### config.mk
export PLATFORM = sky130hd
export DESIGN_NAME = async_serial_fifo_port
export DESIGN_NICKNAME = d
export VERILOG_FILES = /design/src/core/serial_pkg.sv /design/src/core/fifo_if.sv /design/src/core/sync_fifo.sv /design/src/core/async_serial_fifo_port.sv
export SDC_FILE = /design/constraint.sdc
export NUM_CORES = 1
export LEC_CHECK = 0
export ABC_CLOCK_PERIOD_IN_PS = 3500
export BUFFER_PORTS_ARGS = -buffer_cell sky130_fd_sc_hd__clkbuf_2
export CAP_MARGIN = 10
export CORE_MARGIN = 5
export CORE_UTILIZATION = 48
export DETAILED_ROUTE_END_ITERATION = 12
export GPL_TIMING_DRIVEN = 0
export PLACE_DENSITY = 0.64
export SETUP_SLACK_MARGIN = 0.05
export SYNTH_ARGS = -nofsm -noshare
export SYNTH_HDL_FRONTEND = slang
export SYNTH_SLANG_ARGS = --single-unit
### constraint.sdc
create_clock -name core_clk_in -period 3.5 [get_ports core_clk_in]
set_input_delay 0.175 -clock core_clk_in [delete_from_list [all_inputs] [get_ports core_clk_in]]
set_output_delay 0.175 -clock core_clk_in [all_outputs]
set_load 0.005 [all_outputs]
### src/core/serial_pkg.sv
// constants and state types for the fifo serial port
// assumes one 25 MHz core clock; no register bus, settings arrive on ports
package serial_pkg;

  // ----------------------------------------------------------------
  // setting bit positions
  // ----------------------------------------------------------------
  localparam int MODE_CHR_BIT  = 6;   // char_length_select
  localparam int MODE_PE_BIT   = 5;   // parity_enable
  localparam int MODE_STOP_BIT = 3;   // two stop bits
  localparam int CTRL_CKE_BIT  = 1;   // clock_source_select

  // ----------------------------------------------------------------
  // sizes and timing
  // ----------------------------------------------------------------
  localparam int         CLK_HZ      = 25_000_000;
  localparam int         DATA_W      = 8;
  localparam int         FIFO_DEPTH  = 16;
  localparam int         BAUD_W      = 12;
  localparam logic [3:0] TICK_LAST   = 4'hf;  // 16 ticks per bit
  localparam logic [3:0] TICK_MID    = 4'h7;  // start check point
  localparam logic [2:0] LAST_BIT_8  = 3'h7;
  localparam logic [2:0] LAST_BIT_7  = 3'h6;

  typedef enum logic [2:0] {
    TX_IDLE, TX_START, TX_DATA, TX_PARITY, TX_STOP
  } tx_state_e;

  typedef enum logic [2:0] {
    RX_IDLE, RX_START, RX_DATA, RX_PARITY, RX_STOP
  } rx_state_e;

endpackage : serial_pkg

### src/core/fifo_if.sv
// carrier between the serial port and its fifos
// assumes the fifo drives the store side and the port the user side
`timescale 1ns/1ps
interface fifo_if #(
  parameter int W = 8,
  parameter int D = 16
);
  logic                       wr_valid;
  logic                       wr_ready;
  logic [W-1:0]               wr_data;
  logic                       rd_valid;
  logic                       rd_ready;
  logic [W-1:0]               rd_data;
  logic [$clog2(D+1)-1:0]     count;

  modport store (input  wr_valid, wr_data, rd_ready,
                 output wr_ready, rd_valid, rd_data, count);
  modport user  (output wr_valid, wr_data, rd_ready,
                 input  wr_ready, rd_valid, rd_data, count);
endinterface : fifo_if

### src/core/sync_fifo.sv
// first-in first-out buffer with valid/ready on both sides
// assumes an asynchronous active-low reset copy from the top module
`timescale 1ns/1ps
module sync_fifo #(
  parameter int WIDTH = 8,
  parameter int DEPTH = 16
) (
  input  wire logic   clk_in,
  input  wire logic   rst_n_in,
  fifo_if.store       f
);
  localparam int PW = $clog2(DEPTH);
  localparam int CW = $clog2(DEPTH + 1);

  logic [WIDTH-1:0] mem [DEPTH];
  logic [PW-1:0]    wr_ptr, next_wr_ptr;
  logic [PW-1:0]    rd_ptr, next_rd_ptr;
  logic [CW-1:0]    count,  next_count;
  logic             push, pop;

  // ----------------------------------------------------------------
  // handshakes and pointers
  // ----------------------------------------------------------------
  assign f.wr_ready = (count != CW'(DEPTH));
  assign f.rd_valid = (count != '0);
  assign f.rd_data  = mem[rd_ptr];
  assign f.count    = count;
  assign push       = f.wr_valid && f.wr_ready;
  assign pop        = f.rd_valid && f.rd_ready;

  // next pointers, wrap at depth
  always_comb begin
    next_wr_ptr = wr_ptr;
    next_rd_ptr = rd_ptr;
    next_count  = count;
    if (push) begin
      next_wr_ptr = (wr_ptr == PW'(DEPTH - 1)) ? '0 : wr_ptr + 1'h1;
    end
    if (pop) begin
      next_rd_ptr = (rd_ptr == PW'(DEPTH - 1)) ? '0 : rd_ptr + 1'h1;
    end
    if (push && !pop) begin
      next_count = count + 1'h1;
    end else if (pop && !push) begin
      next_count = count - 1'h1;
    end
  end

  // state registers
  always_ff @(posedge clk_in or negedge rst_n_in) begin
    if (!rst_n_in) begin
      wr_ptr <= '0;
      rd_ptr <= '0;
      count  <= '0;
    end else begin
      wr_ptr <= next_wr_ptr;
      rd_ptr <= next_rd_ptr;
      count  <= next_count;
    end
  end

  // storage, no reset needed
  always_ff @(posedge clk_in) begin
    if (push) begin
      mem[wr_ptr] <= f.wr_data;
    end
  end
endmodule : sync_fifo

### src/core/async_serial_fifo_port.sv
// fifo serial port: async transmitter and receiver with modem lines
// assumes settings held stable while the port is disabled for change
//
// Summary of operation
// - resync to every start bit, asynchronous only
// - sixteen-entry fifo for each direction
// - active-low rts output, active-low cts input
// - mode bit 6: 0 eight, 1 seven bits
// - bit 5 adds parity; bit 3 two stops
// - start, data, optional parity, one/two stops
// - control bit 1 picks internal or external clock
// - internal: baud generator, clock pin ignored
// - external: pin timing, generator unused
// - flag framing, parity, full, overrun, ready, break
// - report byte counts of both fifos
// - data sent least significant bit first
// - line held at mark between frames
// - only first stop bit checked
// - overrun when frame ends with fifo full
`timescale 1ns/1ps
module async_serial_fifo_port
  import serial_pkg::*;
#(
  parameter int DEPTH       = serial_pkg::FIFO_DEPTH,
  parameter int RTS_TRIGGER = serial_pkg::FIFO_DEPTH - 1
) (
  input  wire logic                        core_clk_in,
  input  wire logic                        rst_b_in,
  input  wire logic [7:0]                  serial_mode_register_in,
  input  wire logic [7:0]                  serial_control_register_in,
  input  wire logic                        parity_odd_in,
  input  wire logic                        tx_enable_in,
  input  wire logic                        rx_enable_in,
  input  wire logic                        modem_control_in,
  input  wire logic [serial_pkg::BAUD_W-1:0] baud_divisor_in,
  input  wire logic [serial_pkg::DATA_W-1:0] tx_data_in,
  input  wire logic                        tx_valid_in,
  output logic                             tx_ready_out,
  output logic [serial_pkg::DATA_W-1:0]    rx_data_out,
  output logic                             rx_framing_out,
  output logic                             rx_parity_out,
  output logic                             rx_valid_out,
  input  wire logic                        rx_ready_in,
  output logic [$clog2(DEPTH+1)-1:0]       tx_count_out,
  output logic [$clog2(DEPTH+1)-1:0]       rx_count_out,
  output logic                             serial_tx_out,
  input  wire logic                        serial_rx_in,
  output logic                             request_to_send_n_out,
  input  wire logic                        clear_to_send_n_in,
  input  wire logic                        external_serial_clock_pin_in,
  input  wire logic                        error_clear_in,
  output logic                             framing_error_out,
  output logic                             parity_error_out,
  output logic                             break_out,
  output logic                             overrun_error_flag_out,
  output logic                             rx_full_out,
  output logic                             rx_data_ready_out
);
  import serial_pkg::*;
  localparam int CW = $clog2(DEPTH + 1);

  // last data bit index for the selected length
  function automatic logic [2:0] last_bit(input logic [7:0] mode);
    last_bit = mode[MODE_CHR_BIT] ? LAST_BIT_7 : LAST_BIT_8;
  endfunction : last_bit

  // ----------------------------------------------------------------
  // reset release
  // ----------------------------------------------------------------
  logic rst_meta, rst_n;

  // two-stage release of the async reset
  always_ff @(posedge core_clk_in or negedge rst_b_in) begin
    if (!rst_b_in) begin
      rst_meta <= 1'h0;
      rst_n    <= 1'h0;
    end else begin
      rst_meta <= 1'h1;
      rst_n    <= rst_meta;
    end
  end

  // ----------------------------------------------------------------
  // sixteen-times bit tick
  // ----------------------------------------------------------------
  logic              cke, ext_prev, ext_edge, int_tick, tick16;
  logic [BAUD_W-1:0] baud_cnt, next_baud_cnt;

  assign cke      = serial_control_register_in[CTRL_CKE_BIT];
  assign ext_edge = external_serial_clock_pin_in && !ext_prev;
  assign int_tick = (baud_cnt == '0);
  // pick tick source; the unused one is ignored
  assign tick16   = cke ? ext_edge : int_tick;

  // divider reloads every divisor+1 cycles
  always_comb begin
    next_baud_cnt = int_tick ? baud_divisor_in : baud_cnt - 1'h1;
  end

  always_ff @(posedge core_clk_in or negedge rst_n) begin
    if (!rst_n) begin
      baud_cnt <= '0;
      ext_prev <= 1'h0;
    end else begin
      baud_cnt <= next_baud_cnt;
      ext_prev <= external_serial_clock_pin_in;
    end
  end

  // ----------------------------------------------------------------
  // fifos
  // ----------------------------------------------------------------
  fifo_if #(.W(DATA_W),     .D(DEPTH)) tx_q ();
  fifo_if #(.W(DATA_W + 2), .D(DEPTH)) rx_q ();

  sync_fifo #(.WIDTH(DATA_W), .DEPTH(DEPTH)) tx_fifo (
    .clk_in   (core_clk_in),
    .rst_n_in (rst_n),
    .f        (tx_q)
  );
  sync_fifo #(.WIDTH(DATA_W + 2), .DEPTH(DEPTH)) rx_fifo (
    .clk_in   (core_clk_in),
    .rst_n_in (rst_n),
    .f        (rx_q)
  );

  // user side of the fifos and counts
  assign tx_q.wr_valid  = tx_valid_in;
  assign tx_q.wr_data   = tx_data_in;
  assign tx_ready_out   = tx_q.wr_ready;
  assign rx_q.rd_ready  = rx_ready_in;
  assign rx_valid_out   = rx_q.rd_valid;
  assign rx_data_out    = rx_q.rd_data[DATA_W-1:0];
  assign rx_parity_out  = rx_q.rd_data[DATA_W];
  assign rx_framing_out = rx_q.rd_data[DATA_W+1];
  assign tx_count_out   = tx_q.count;
  assign rx_count_out   = rx_q.count;
  assign rx_full_out    = (rx_q.count == CW'(DEPTH));
  assign rx_data_ready_out = rx_q.rd_valid;

  // rts high when receive disabled or fifo near full
  assign request_to_send_n_out = !rx_enable_in || (modem_control_in &&
    rx_q.count >= CW'(RTS_TRIGGER));

  // ----------------------------------------------------------------
  // transmitter
  // ----------------------------------------------------------------
  tx_state_e   tx_state, next_tx_state;
  logic [3:0]  tx_tick,  next_tx_tick;
  logic [2:0]  tx_bit,   next_tx_bit;
  logic [7:0]  tx_shift, next_tx_shift;
  logic        tx_par,   next_tx_par;
  logic        tx_line,  next_tx_line;
  logic        tx_bit_end, cts_block;
  logic [7:0]  tx_load;

  assign tx_bit_end = tick16 && (tx_tick == TICK_LAST);
  assign cts_block  = modem_control_in && clear_to_send_n_in;
  assign tx_load    = serial_mode_register_in[MODE_CHR_BIT] ?
                      {1'h0, tx_q.rd_data[6:0]} : tx_q.rd_data;
  assign tx_q.rd_ready = (tx_state == TX_IDLE) && tx_enable_in &&
                         !cts_block;
  assign serial_tx_out = tx_line;

  // frame sequencing
  always_comb begin
    next_tx_state = tx_state;
    next_tx_tick  = tick16 ? tx_tick + 1'h1 : tx_tick;
    next_tx_bit   = tx_bit;
    next_tx_shift = tx_shift;
    next_tx_par   = tx_par;
    next_tx_line  = tx_line;
    unique case (tx_state)
      TX_IDLE: begin
        next_tx_line = 1'h1;
        if (tx_q.rd_valid && tx_q.rd_ready) begin
          next_tx_shift = tx_load;
          next_tx_par   = ^tx_load ^ parity_odd_in;
          next_tx_tick  = '0;
          next_tx_line  = 1'h0;
          next_tx_state = TX_START;
        end
      end
      TX_START: if (tx_bit_end) begin
        next_tx_state = TX_DATA;
        next_tx_bit   = '0;
        next_tx_line  = tx_shift[0];
      end
      TX_DATA: if (tx_bit_end) begin
        next_tx_shift = tx_shift >> 1;
        next_tx_bit   = tx_bit + 1'h1;
        next_tx_line  = tx_shift[1];
        if (tx_bit == last_bit(serial_mode_register_in)) begin
          if (serial_mode_register_in[MODE_PE_BIT]) begin
            next_tx_state = TX_PARITY;
            next_tx_line  = tx_par;
          end else begin
            next_tx_state = TX_STOP;
            next_tx_line  = 1'h1;
            next_tx_bit   = '0;
          end
        end
      end
      TX_PARITY: if (tx_bit_end) begin
        next_tx_state = TX_STOP;
        next_tx_line  = 1'h1;
        next_tx_bit   = '0;
      end
      TX_STOP: if (tx_bit_end) begin
        next_tx_bit = 3'h1;
        if (!(serial_mode_register_in[MODE_STOP_BIT] &&
              tx_bit == '0)) begin
          next_tx_state = TX_IDLE;
        end
      end
    endcase
  end

  always_ff @(posedge core_clk_in or negedge rst_n) begin
    if (!rst_n) begin
      tx_state <= TX_IDLE;
      tx_tick  <= '0;
      tx_bit   <= '0;
      tx_shift <= '0;
      tx_par   <= 1'h0;
      tx_line  <= 1'h1;
    end else begin
      tx_state <= next_tx_state;
      tx_tick  <= next_tx_tick;
      tx_bit   <= next_tx_bit;
      tx_shift <= next_tx_shift;
      tx_par   <= next_tx_par;
      tx_line  <= next_tx_line;
    end
  end

  // ----------------------------------------------------------------
  // receiver
  // ----------------------------------------------------------------
  rx_state_e   rx_state, next_rx_state;
  logic [3:0]  rx_tick,  next_rx_tick;
  logic [2:0]  rx_bit,   next_rx_bit;
  logic [7:0]  rx_shift, next_rx_shift;
  logic        rx_par,   next_rx_par;
  logic        rx_perr,  next_rx_perr;
  logic        rx_sample, rx_done, rx_fer, rx_brk;
  logic [7:0]  rx_word;

  assign rx_sample = tick16 && (rx_tick == TICK_LAST);
  assign rx_word   = serial_mode_register_in[MODE_CHR_BIT] ?
                     {1'h0, rx_shift[7:1]} : rx_shift;
  assign rx_done   = (rx_state == RX_STOP) && rx_sample;
  assign rx_fer    = !serial_rx_in;
  assign rx_brk    = rx_fer && (rx_word == '0);
  assign rx_q.wr_valid = rx_done && rx_enable_in &&
                         !overrun_error_flag_out;
  assign rx_q.wr_data  = {rx_fer, rx_perr, rx_word};

  // frame capture, restarted by each start bit
  always_comb begin
    next_rx_state = rx_state;
    next_rx_tick  = tick16 ? rx_tick + 1'h1 : rx_tick;
    next_rx_bit   = rx_bit;
    next_rx_shift = rx_shift;
    next_rx_par   = rx_par;
    next_rx_perr  = rx_perr;
    unique case (rx_state)
      RX_IDLE: if (tick16 && !serial_rx_in && rx_enable_in) begin
        next_rx_state = RX_START;
        next_rx_tick  = '0;
      end
      RX_START: if (tick16 && rx_tick == TICK_MID) begin
        next_rx_tick  = '0;
        next_rx_bit   = '0;
        next_rx_par   = parity_odd_in;
        next_rx_perr  = 1'h0;
        next_rx_state = serial_rx_in ? RX_IDLE : RX_DATA;
      end
      RX_DATA: if (rx_sample) begin
        next_rx_shift = {serial_rx_in, rx_shift[7:1]};
        next_rx_par   = rx_par ^ serial_rx_in;
        next_rx_bit   = rx_bit + 1'h1;
        if (rx_bit == last_bit(serial_mode_register_in)) begin
          next_rx_state = serial_mode_register_in[MODE_PE_BIT] ?
                          RX_PARITY : RX_STOP;
        end
      end
      RX_PARITY: if (rx_sample) begin
        next_rx_perr  = rx_par ^ serial_rx_in;
        next_rx_state = RX_STOP;
      end
      RX_STOP: if (rx_sample) begin
        next_rx_state = RX_IDLE;
      end
    endcase
  end

  always_ff @(posedge core_clk_in or negedge rst_n) begin
    if (!rst_n) begin
      rx_state <= RX_IDLE;
      rx_tick  <= '0;
      rx_bit   <= '0;
      rx_shift <= '0;
      rx_par   <= 1'h0;
      rx_perr  <= 1'h0;
    end else begin
      rx_state <= next_rx_state;
      rx_tick  <= next_rx_tick;
      rx_bit   <= next_rx_bit;
      rx_shift <= next_rx_shift;
      rx_par   <= next_rx_par;
      rx_perr  <= next_rx_perr;
    end
  end

  // ----------------------------------------------------------------
  // sticky receive flags, set wins over clear
  // ----------------------------------------------------------------
  logic next_fer, next_per, next_brk, next_ovr;

  always_comb begin
    next_fer = (rx_done && rx_fer) ||
               (framing_error_out && !error_clear_in);
    next_per = (rx_done && rx_perr) ||
               (parity_error_out && !error_clear_in);
    next_brk = (rx_done && rx_brk) || (break_out && !error_clear_in);
    next_ovr = (rx_q.wr_valid && !rx_q.wr_ready) ||
               (overrun_error_flag_out && !error_clear_in);
  end

  always_ff @(posedge core_clk_in or negedge rst_n) begin
    if (!rst_n) begin
      framing_error_out      <= 1'h0;
      parity_error_out       <= 1'h0;
      break_out              <= 1'h0;
      overrun_error_flag_out <= 1'h0;
    end else begin
      framing_error_out      <= next_fer;
      parity_error_out       <= next_per;
      break_out              <= next_brk;
      overrun_error_flag_out <= next_ovr;
    end
  end
endmodule : async_serial_fifo_port

==> results of run 1 <==
synthesized netlist by cell type (3+ instances only):
cell type  instances  area share (%)
a21o_1             8            0.38
o21ai_0           64             2.0
nand2_1           87             2.0
a22oi_1           15            0.70
buf_6              3            0.21
buf_12             3            0.38
mux2_2            25             1.8
and2_1            23            0.90
mux2i_1           61             3.8
a21oi_1           40             1.3
a211oi_1           3            0.14
nor4_1             3            0.12
nand3b_1           4            0.19
xnor2_1           24             1.3
xor2_1            13            0.71
nand4_1            6            0.23
a31oi_1            3            0.12
a221oi_1          18            0.98
nor2_1            39            0.91
ha_1              25             2.0
nand3_1           12            0.38
o31ai_1            4            0.19
nand2b_1           7            0.27
clkbuf_1          22            0.52
o21ai_1            3           0.094
edfxtp_1         288              54
nor2b_1            6            0.23
nor3_1            10            0.31
buf_1              5            0.12
mux4_2            33             4.6
o22ai_1            3            0.12
dfrtp_1           84              13
buf_2             10            0.31
inv_1             24            0.56
and3_1             7            0.27
mux4_1            12             2.0
metal layers:
| metal | vias to the layer above | GRT usage (%) | routed length, µm |
|---|---|---|---|
| met5 | - | 0 | 0 |
| met1 | 4534 | 24.5 | 14300 |
| li1 | 4253 | - | - |
| met4 | 0 | 4.44 | 698 |
| met2 | 220 | 31.6 | 16800 |
| met3 | 46 | 2.59 | 1420 |
what timing repair did:
action                                  CTS  global route
gates resized for setup                  11            16
gates cloned                              0             0
buffers inserted                          2             0
pin swaps                                 3             2
endpoints found under the setup margin   34            34
hold buffers                             20             0
hold endpoints to repair                 20             0
worst max-delay path by stage:
stage,depth (start not counted),to,slack (ps),from
2_1_floorplan,14,rx_fifo.f.count[4],250,baud_cnt[4]
3_3_place_gp,16,rx_fifo.f.count[4],-340,baud_cnt[0]
3_5_place_dp,16,rx_fifo.f.count[4],-370,baud_cnt[0]
4_1_cts,16,rx_fifo.f.count[4],40,baud_cnt[0]
5_1_grt,16,rx_fifo.f.count[4],50,baud_cnt[0]
6_report,16,rx_fifo.f.count[4],200,baud_cnt[0]
power groups by stage:
stage | Clock (W) | Sequential, W | Combinational [W]
after floorplan | 0 | 0.00553 | 0.00284
after global routing | 0.00426 | 0.00559 | 0.00441
final | 0.00401 | 0.00553 | 0.00397
after detailed placement | 0 | 0.00561 | 0.00397
after global placement | 0 | 0.00560 | 0.00389
after CTS | 0.00407 | 0.00553 | 0.00401
placed cells by master (no fill, tap or decap), types with 4 or more instances in the layout:
cell and count:
ha_1 23, mux4_1 12, nand4_1 6, nor2_1 39, o31ai_1 4, clkbuf_1 33, o21ai_0 64, nand2b_1 7
and2_1 20, nor2b_1 6, dfrtp_1 83, clkinv_1 7, a221oi_1 18, mux2_2 25, buf_2 11, and3_1 7
clkbuf_2 68, inv_1 21, edfxtp_1 288, a21o_1 8, nand2_1 87, a21oi_1 39, nor3_1 8, buf_4 4
mux2i_1 61, a22oi_1 15, clkinv_2 5, dlygate4sd3_1 20, mux4_2 33, xnor2_1 24, nand3_1 12, nand3b_1 4
inv_2 4, xor2_1 13, clkbuf_16 40
stage by stage:
stage	setup WS (ps)	instance area [µm²]	std cells	setup TNS, ps
finish	202	18500	1645	0
global route	49.6	18500	1645	0
CTS	42.5	18400	1645	0
detailed placement	-369	16900	1551	-510
global placement	-339	16900	1548	-24920
floorplan	247	16000	1041	0
worst min-delay path, stage by stage:
cell and delay (ps):
clkbuf_2 140, o31ai_1 90, a21oi_1 100
sequential cells by signal, indices dropped and copies added, names as in the netlist, 3 cells and up:
signal / flops
rx_fifo.mem: 160
tx_fifo.mem: 128
baud_cnt: 12
rx_shift: 8
tx_shift: 8
rx_fifo.f.count: 5
tx_fifo.f.count: 5
rx_fifo.rd_ptr: 4
rx_fifo.wr_ptr: 4
rx_tick: 4
tx_fifo.rd_ptr: 4
tx_fifo.wr_ptr: 4
tx_tick: 4
rx_bit: 3
rx_state: 3
tx_bit: 3
tx_state: 3
final cells by class:
class	count	share of cell area (%)
Sequential cell	373	58.3
Multi-Input combinational cell	595	26.8
Clock buffer	53	5.73
Timing Repair Buffer	90	3.13
Tap cell	442	2.99
Buffer	47	1.56
Clock inverter	19	0.988
Inverter	26	0.555
cell families (layout without fill, tap and decap cells):
group	count (synthesis)	count (layout)	synth area share, %
flip-flops	373	373	67.3
AND/OR/NAND/NOR	221	221	6.82
buffers and inverters	73	235	2.33
other	1	1	0.0234
multiplexers	131	131	12.2
adder cells (fa/ha/maj)	27	27	2.20
XOR/XNOR	39	39	2.27
AO/OA/AOI/OAI	176	176	6.84
==> flow_metrics.env, run 1 <==
export IMPL_multi_input_area_um2=4950
export IMPL_path_class="reg -> reg"
export IMPL_syn_inst=1041
export IMPL_hold_viol=0
export IMPL_htreeDepth=2
export IMPL_power_density_nw_per_um2=730
export IMPL_critical_path_required_ps=3910
export IMPL_setup_viol=0
export IMPL_grt_overflow=0
export IMPL_vias_per_cell=5.50
export IMPL_io_pin_count=78
export IMPL_clock_latency_ps=520
export IMPL_initial_core_util_pct=48.9
export IMPL_cts_sinks=373
export IMPL_portBuffers=65
export IMPL_firstDrtPassIters=5
export IMPL_die_h_um=193
export IMPL_syn_area_per_cell_um2=15.4
export IMPL_synth_edf_count=288
export IMPL_rows=66
export IMPL_drc=0
export IMPL_synth_distinct_cells=68
export IMPL_track_usage_pct=18.3
export IMPL_clockBufferDepth=3
export IMPL_ir_drop_v=0.000479
export IMPL_grt_pass1_wl_mm=51.9
export IMPL_power_share_switching_pct=31.0
export IMPL_ys_ff_latch=373
export IMPL_clockPowerShare_pct=29.7
export IMPL_hp_start="parity_odd_in"
export IMPL_final_nets=1247
export IMPL_hold_ws_ps=27.9
export IMPL_clock_root_buffer="clkbuf_16"
export IMPL_hpwl_mm=21.7
export IMPL_r2r_setup_slack_ps=200
export IMPL_finalCritPeriodShare_pct=94.2
export IMPL_finalPower_w=0.0135
export IMPL_p_int_w=0.00932
export IMPL_maxCapViolCount=0
export IMPL_drt_wl_total_mm=33.3
export IMPL_die_w_um=193
export IMPL_worst_setup_path_end_kind="register"
export IMPL_ys_warn_count=0
export IMPL_timing_rr_end="rx_fifo.f.count[4]"
export IMPL_status="complete, no violations"
export IMPL_crit_path_start_kind="register"
export IMPL_crit_buf_inv=3
export IMPL_syn_area_um2=16000
export IMPL_antenna_found_initial=0
export IMPL_cp_arrival_ps=3710
export IMPL_nFillCells=2650
export IMPL_cts_buffers=39
export IMPL_worst_clock_skew_ps=22.0
export IMPL_rr_worst_depth=16
export IMPL_fin_util_pct=56.6
export IMPL_dieArea_um2=37100
export IMPL_routedWlPerCell_um=20.2
export IMPL_crit_family="simple AND/OR/NAND/NOR gates"
export IMPL_worstReg2RegStart="baud_cnt[0]"
export IMPL_cpMaxStageDelayCell="or3_4"
export IMPL_fmax_mhz=303
export IMPL_min_to="rx_par"
export IMPL_switchingPower_w=0.00418
export IMPL_cpPeakStageDelay_ps=460
export IMPL_async_reset_ff_share_pct=22.8
export IMPL_worstMarginPinSlew_ps=1180
export IMPL_rsz0062_at_grt="no"
export IMPL_pwr_share_comb_pct=29.4
export IMPL_pwr_share_seq_pct=41.0
export IMPL_slew_violations=0
export IMPL_crit_fanout=8
export IMPL_path_cells="inv_2 > ha_4 > nor4b_4 > nand4bb_4 > o21ai_4 > nand3_4 > or3_4 > inv_6 > ha_4 > inv_2 > fa_2 > a21o_1 > a21oi_2 > xnor2_1 > nor2_1 > xor2_1"
export IMPL_grt_pass1_vias=9019
export IMPL_num_vias=9053
export IMPL_drt_iter0_drc=612
export IMPL_synth_fp_nets=1116
export IMPL_ys_seq_area_share_pct=67.3
export IMPL_cts_reportedPaths_clkPinSlew_ps=60
export IMPL_place_gp_congestion=0.800
export IMPL_layout_drive_gt1_share_pct=19.5
export IMPL_p_leak_nw=7.01
export IMPL_syn2layout_area_growth_pct=15.5
export IMPL_core_um2=32700
export IMPL_period_needed_ps=3300
export IMPL_relSlewSlack_pct=20.9
export IMPL_grt_max_degree=54
export IMPL_regArea_um2=10800
export IMPL_antenna_cells=0
export IMPL_synthFlopType="edfxtp_1"
export IMPL_worstHoldPathType="in -> reg"
export IMPL_route_antenna_remaining_nets=0
export IMPL_cts_tree="yes"
export IMPL_holdPathStages=3
No activity file was read; power rests on OpenSTA's default activity.
==> run 2: changes to the inputs <==
Settings changed: ABC_CLOCK_PERIOD_IN_PS 3500 to 4100.
Clock period 3.5 ns to 4.1 ns, I/O delays scaled along.
==> flow_metrics.env, run 2 (synthesis gave the netlist of run 1 again) <==
export IMPL_status="complete, no violations"
export IMPL_worstReg2RegStart="baud_cnt[0]"
export IMPL_htreeDepth=2
export IMPL_num_vias=8972
export IMPL_syn2layout_area_growth_pct=14.8
export IMPL_p_int_w=0.00794
export IMPL_grt_pass1_wl_mm=51.9
export IMPL_grt_overflow=0
export IMPL_die_h_um=193
export IMPL_fmax_mhz=268
export IMPL_hold_viol=0
export IMPL_power_share_switching_pct=30.9
export IMPL_worstHoldPathType="in -> reg"
export IMPL_clockBufferDepth=3
export IMPL_track_usage_pct=18.2
export IMPL_drt_wl_total_mm=33.0
export IMPL_clockPowerShare_pct=29.7
export IMPL_path_cells="inv_1 > ha_1 > nor4b_2 > nand4bb_1 > o21ai_4 > nand3_2 > or3_4 > inv_2 > ha_1 > inv_1 > fa_1 > a21o_1 > a21oi_1 > xnor2_1 > nor2_1 > xor2_1"
export IMPL_r2r_setup_slack_ps=370
export IMPL_hold_ws_ps=39.0
export IMPL_dieArea_um2=37100
export IMPL_clock_latency_ps=520
export IMPL_clock_root_buffer="clkbuf_16"
export IMPL_portBuffers=65
export IMPL_antenna_cells=0
export IMPL_min_to="baud_cnt[11]"
export IMPL_hpwl_mm=21.7
export IMPL_crit_path_start_kind="register"
export IMPL_cts_sinks=373
export IMPL_rsz0062_at_grt="no"
export IMPL_worst_clock_skew_ps=21.1
export IMPL_final_cell_mix="288 x edfxtp_1, 87 x nand2_1, 83 x dfrtp_1"
export IMPL_cts_buffers=39
export IMPL_relSlewSlack_pct=20.7
export IMPL_die_w_um=193
export IMPL_holdPathStages=3
export IMPL_firstDrtPassIters=5
export IMPL_cpMaxStageDelayCell="or3_4"
export IMPL_crit_family="simple AND/OR/NAND/NOR gates"
export IMPL_antenna_found_initial=0
export IMPL_route_antenna_remaining_nets=0
export IMPL_setup_viol=0
export IMPL_top_regs="rx_fifo.mem (160), tx_fifo.mem (128), baud_cnt (12)"
export IMPL_p_leak_nw=6.96
export IMPL_maxCapViolCount=0
export IMPL_layout_drive_gt1_share_pct=18.2
export IMPL_cts_reportedPaths_clkPinSlew_ps=60
export IMPL_switchingPower_w=0.00354
export IMPL_slew_violations=0
export IMPL_initial_core_util_pct=48.9
export IMPL_rr_worst_depth=16
export IMPL_top_register="rx_fifo.mem"
export IMPL_drt_iter0_drc=515
export IMPL_final_common_cell="edfxtp_1"
export IMPL_ir_drop_v=0.000400
export IMPL_crit_fanout=8
export IMPL_cp_arrival_ps=4140
export IMPL_rows=66
export IMPL_cts_tree="yes"
export IMPL_critical_path_required_ps=4510
export IMPL_drc=0
export IMPL_finalCritPeriodShare_pct=90.9
export IMPL_routedWlPerCell_um=20.1
export IMPL_fin_setup_tns_ps=0
export IMPL_crit_buf_inv=3
export IMPL_worst_setup_path_end_kind="register"
export IMPL_pwr_share_seq_pct=41.1
export IMPL_fin_util_pct=56.2
export IMPL_cpPeakStageDelay_ps=470
export IMPL_period_needed_ps=3730
export IMPL_place_gp_congestion=0.800
export IMPL_grt_max_degree=54
export IMPL_timing_rr_end="rx_fifo.f.count[4]"
export IMPL_power_density_nw_per_um2=625
export IMPL_worstMarginPinSlew_ps=1190
export IMPL_pwr_share_comb_pct=29.2
export IMPL_nFillCells=2655
export IMPL_io_pin_count=78
export IMPL_core_um2=32700
export IMPL_largest_register_ffs=160
export IMPL_vias_per_cell=5.46
export IMPL_path_class="reg -> reg"
export IMPL_hp_start="baud_divisor_in[11]"
export IMPL_grt_pass1_vias=8996
export IMPL_final_nets=1244
run 2: cell types whose count changed in the layout (fill, tap and decap cells not counted), moves of 3 or more:
cell / before / now
clkbuf_2: 68 / 65
buf_1: 2 / 5
and2_1: 20 / 23
inv_1: 21 / 24
and2_2: 3 / 0
run 2: cell type report:
cell class | instances | area, µm² | share of cell area, %
Tap cell | 442 | 553 | 3.01
Clock buffer | 53 | 1060 | 5.77
Sequential cell | 373 | 10800 | 58.6
Multi-Input combinational cell | 595 | 4880 | 26.6
Clock inverter | 19 | 183 | 0.994
Inverter | 26 | 97.6 | 0.531
Timing Repair Buffer | 87 | 553 | 3.01
Buffer | 47 | 275 | 1.50
run 2: worst reg2reg max path, cell delays in order (launching register included):
cell	delay [ps]
dfrtp_1	390
inv_1	110
ha_1	190
nor4b_2	210
nand4bb_1	230
o21ai_4	260
nand3_2	190
or3_4	470
inv_2	150
ha_1	210
inv_1	110
fa_1	420
a21o_1	170
a21oi_1	160
xnor2_1	140
nor2_1	70
xor2_1	150
run 2: how the worst max path moves through the flow:
stage	from	end	depth (start not counted)
detailed placement	baud_cnt[0]	rx_fifo.f.count[4]	16
global placement	baud_cnt[0]	rx_fifo.f.count[4]	16
CTS	baud_cnt[0]	rx_fifo.f.count[4]	16
global route	baud_cnt[0]	rx_fifo.f.count[4]	16
floorplan	baud_cnt[4]	rx_fifo.f.count[4]	14
finish	baud_cnt[0]	rx_fifo.f.count[4]	16
run 2: per-stage QoR:
stage          setup WS, ps  instance area (µm²)  total power (W)  cells
2_1_floorplan           847                16000          0.00715   1041
3_3_place_gp            261                16900          0.00811   1548
3_5_place_dp            231                16900          0.00817   1551
4_1_cts                 219                18400           0.0116   1642
5_1_grt                 170                18400           0.0121   1642
6_report                371                18400           0.0115   1642
run 2: metal layers:
layer	up-vias	wire, µm	global-route usage [%]
li1	4252	-	-
met5	-	0	0
met4	0	675	4.50
met2	207	16900	31.5
met3	42	1380	2.59
met1	4471	14100	24.6
run 2: what timing repair did:
item                       4_1_cts  5_1_grt
setup endpoints to repair        0        1
gates resized for setup          0        2
buffers inserted                 0        0
hold buffers                    19        0
hold endpoints to repair        19        0
run 2: power by group through the flow:
stage | clock network, W | logic [W] | registers, W
finish | 0.00342 | 0.00335 | 0.00472
global route | 0.00364 | 0.00373 | 0.00476
CTS | 0.00348 | 0.00342 | 0.00471
detailed placement | 0 | 0.00339 | 0.00479
global placement | 0 | 0.00332 | 0.00478
floorplan | 0 | 0.00243 | 0.00472
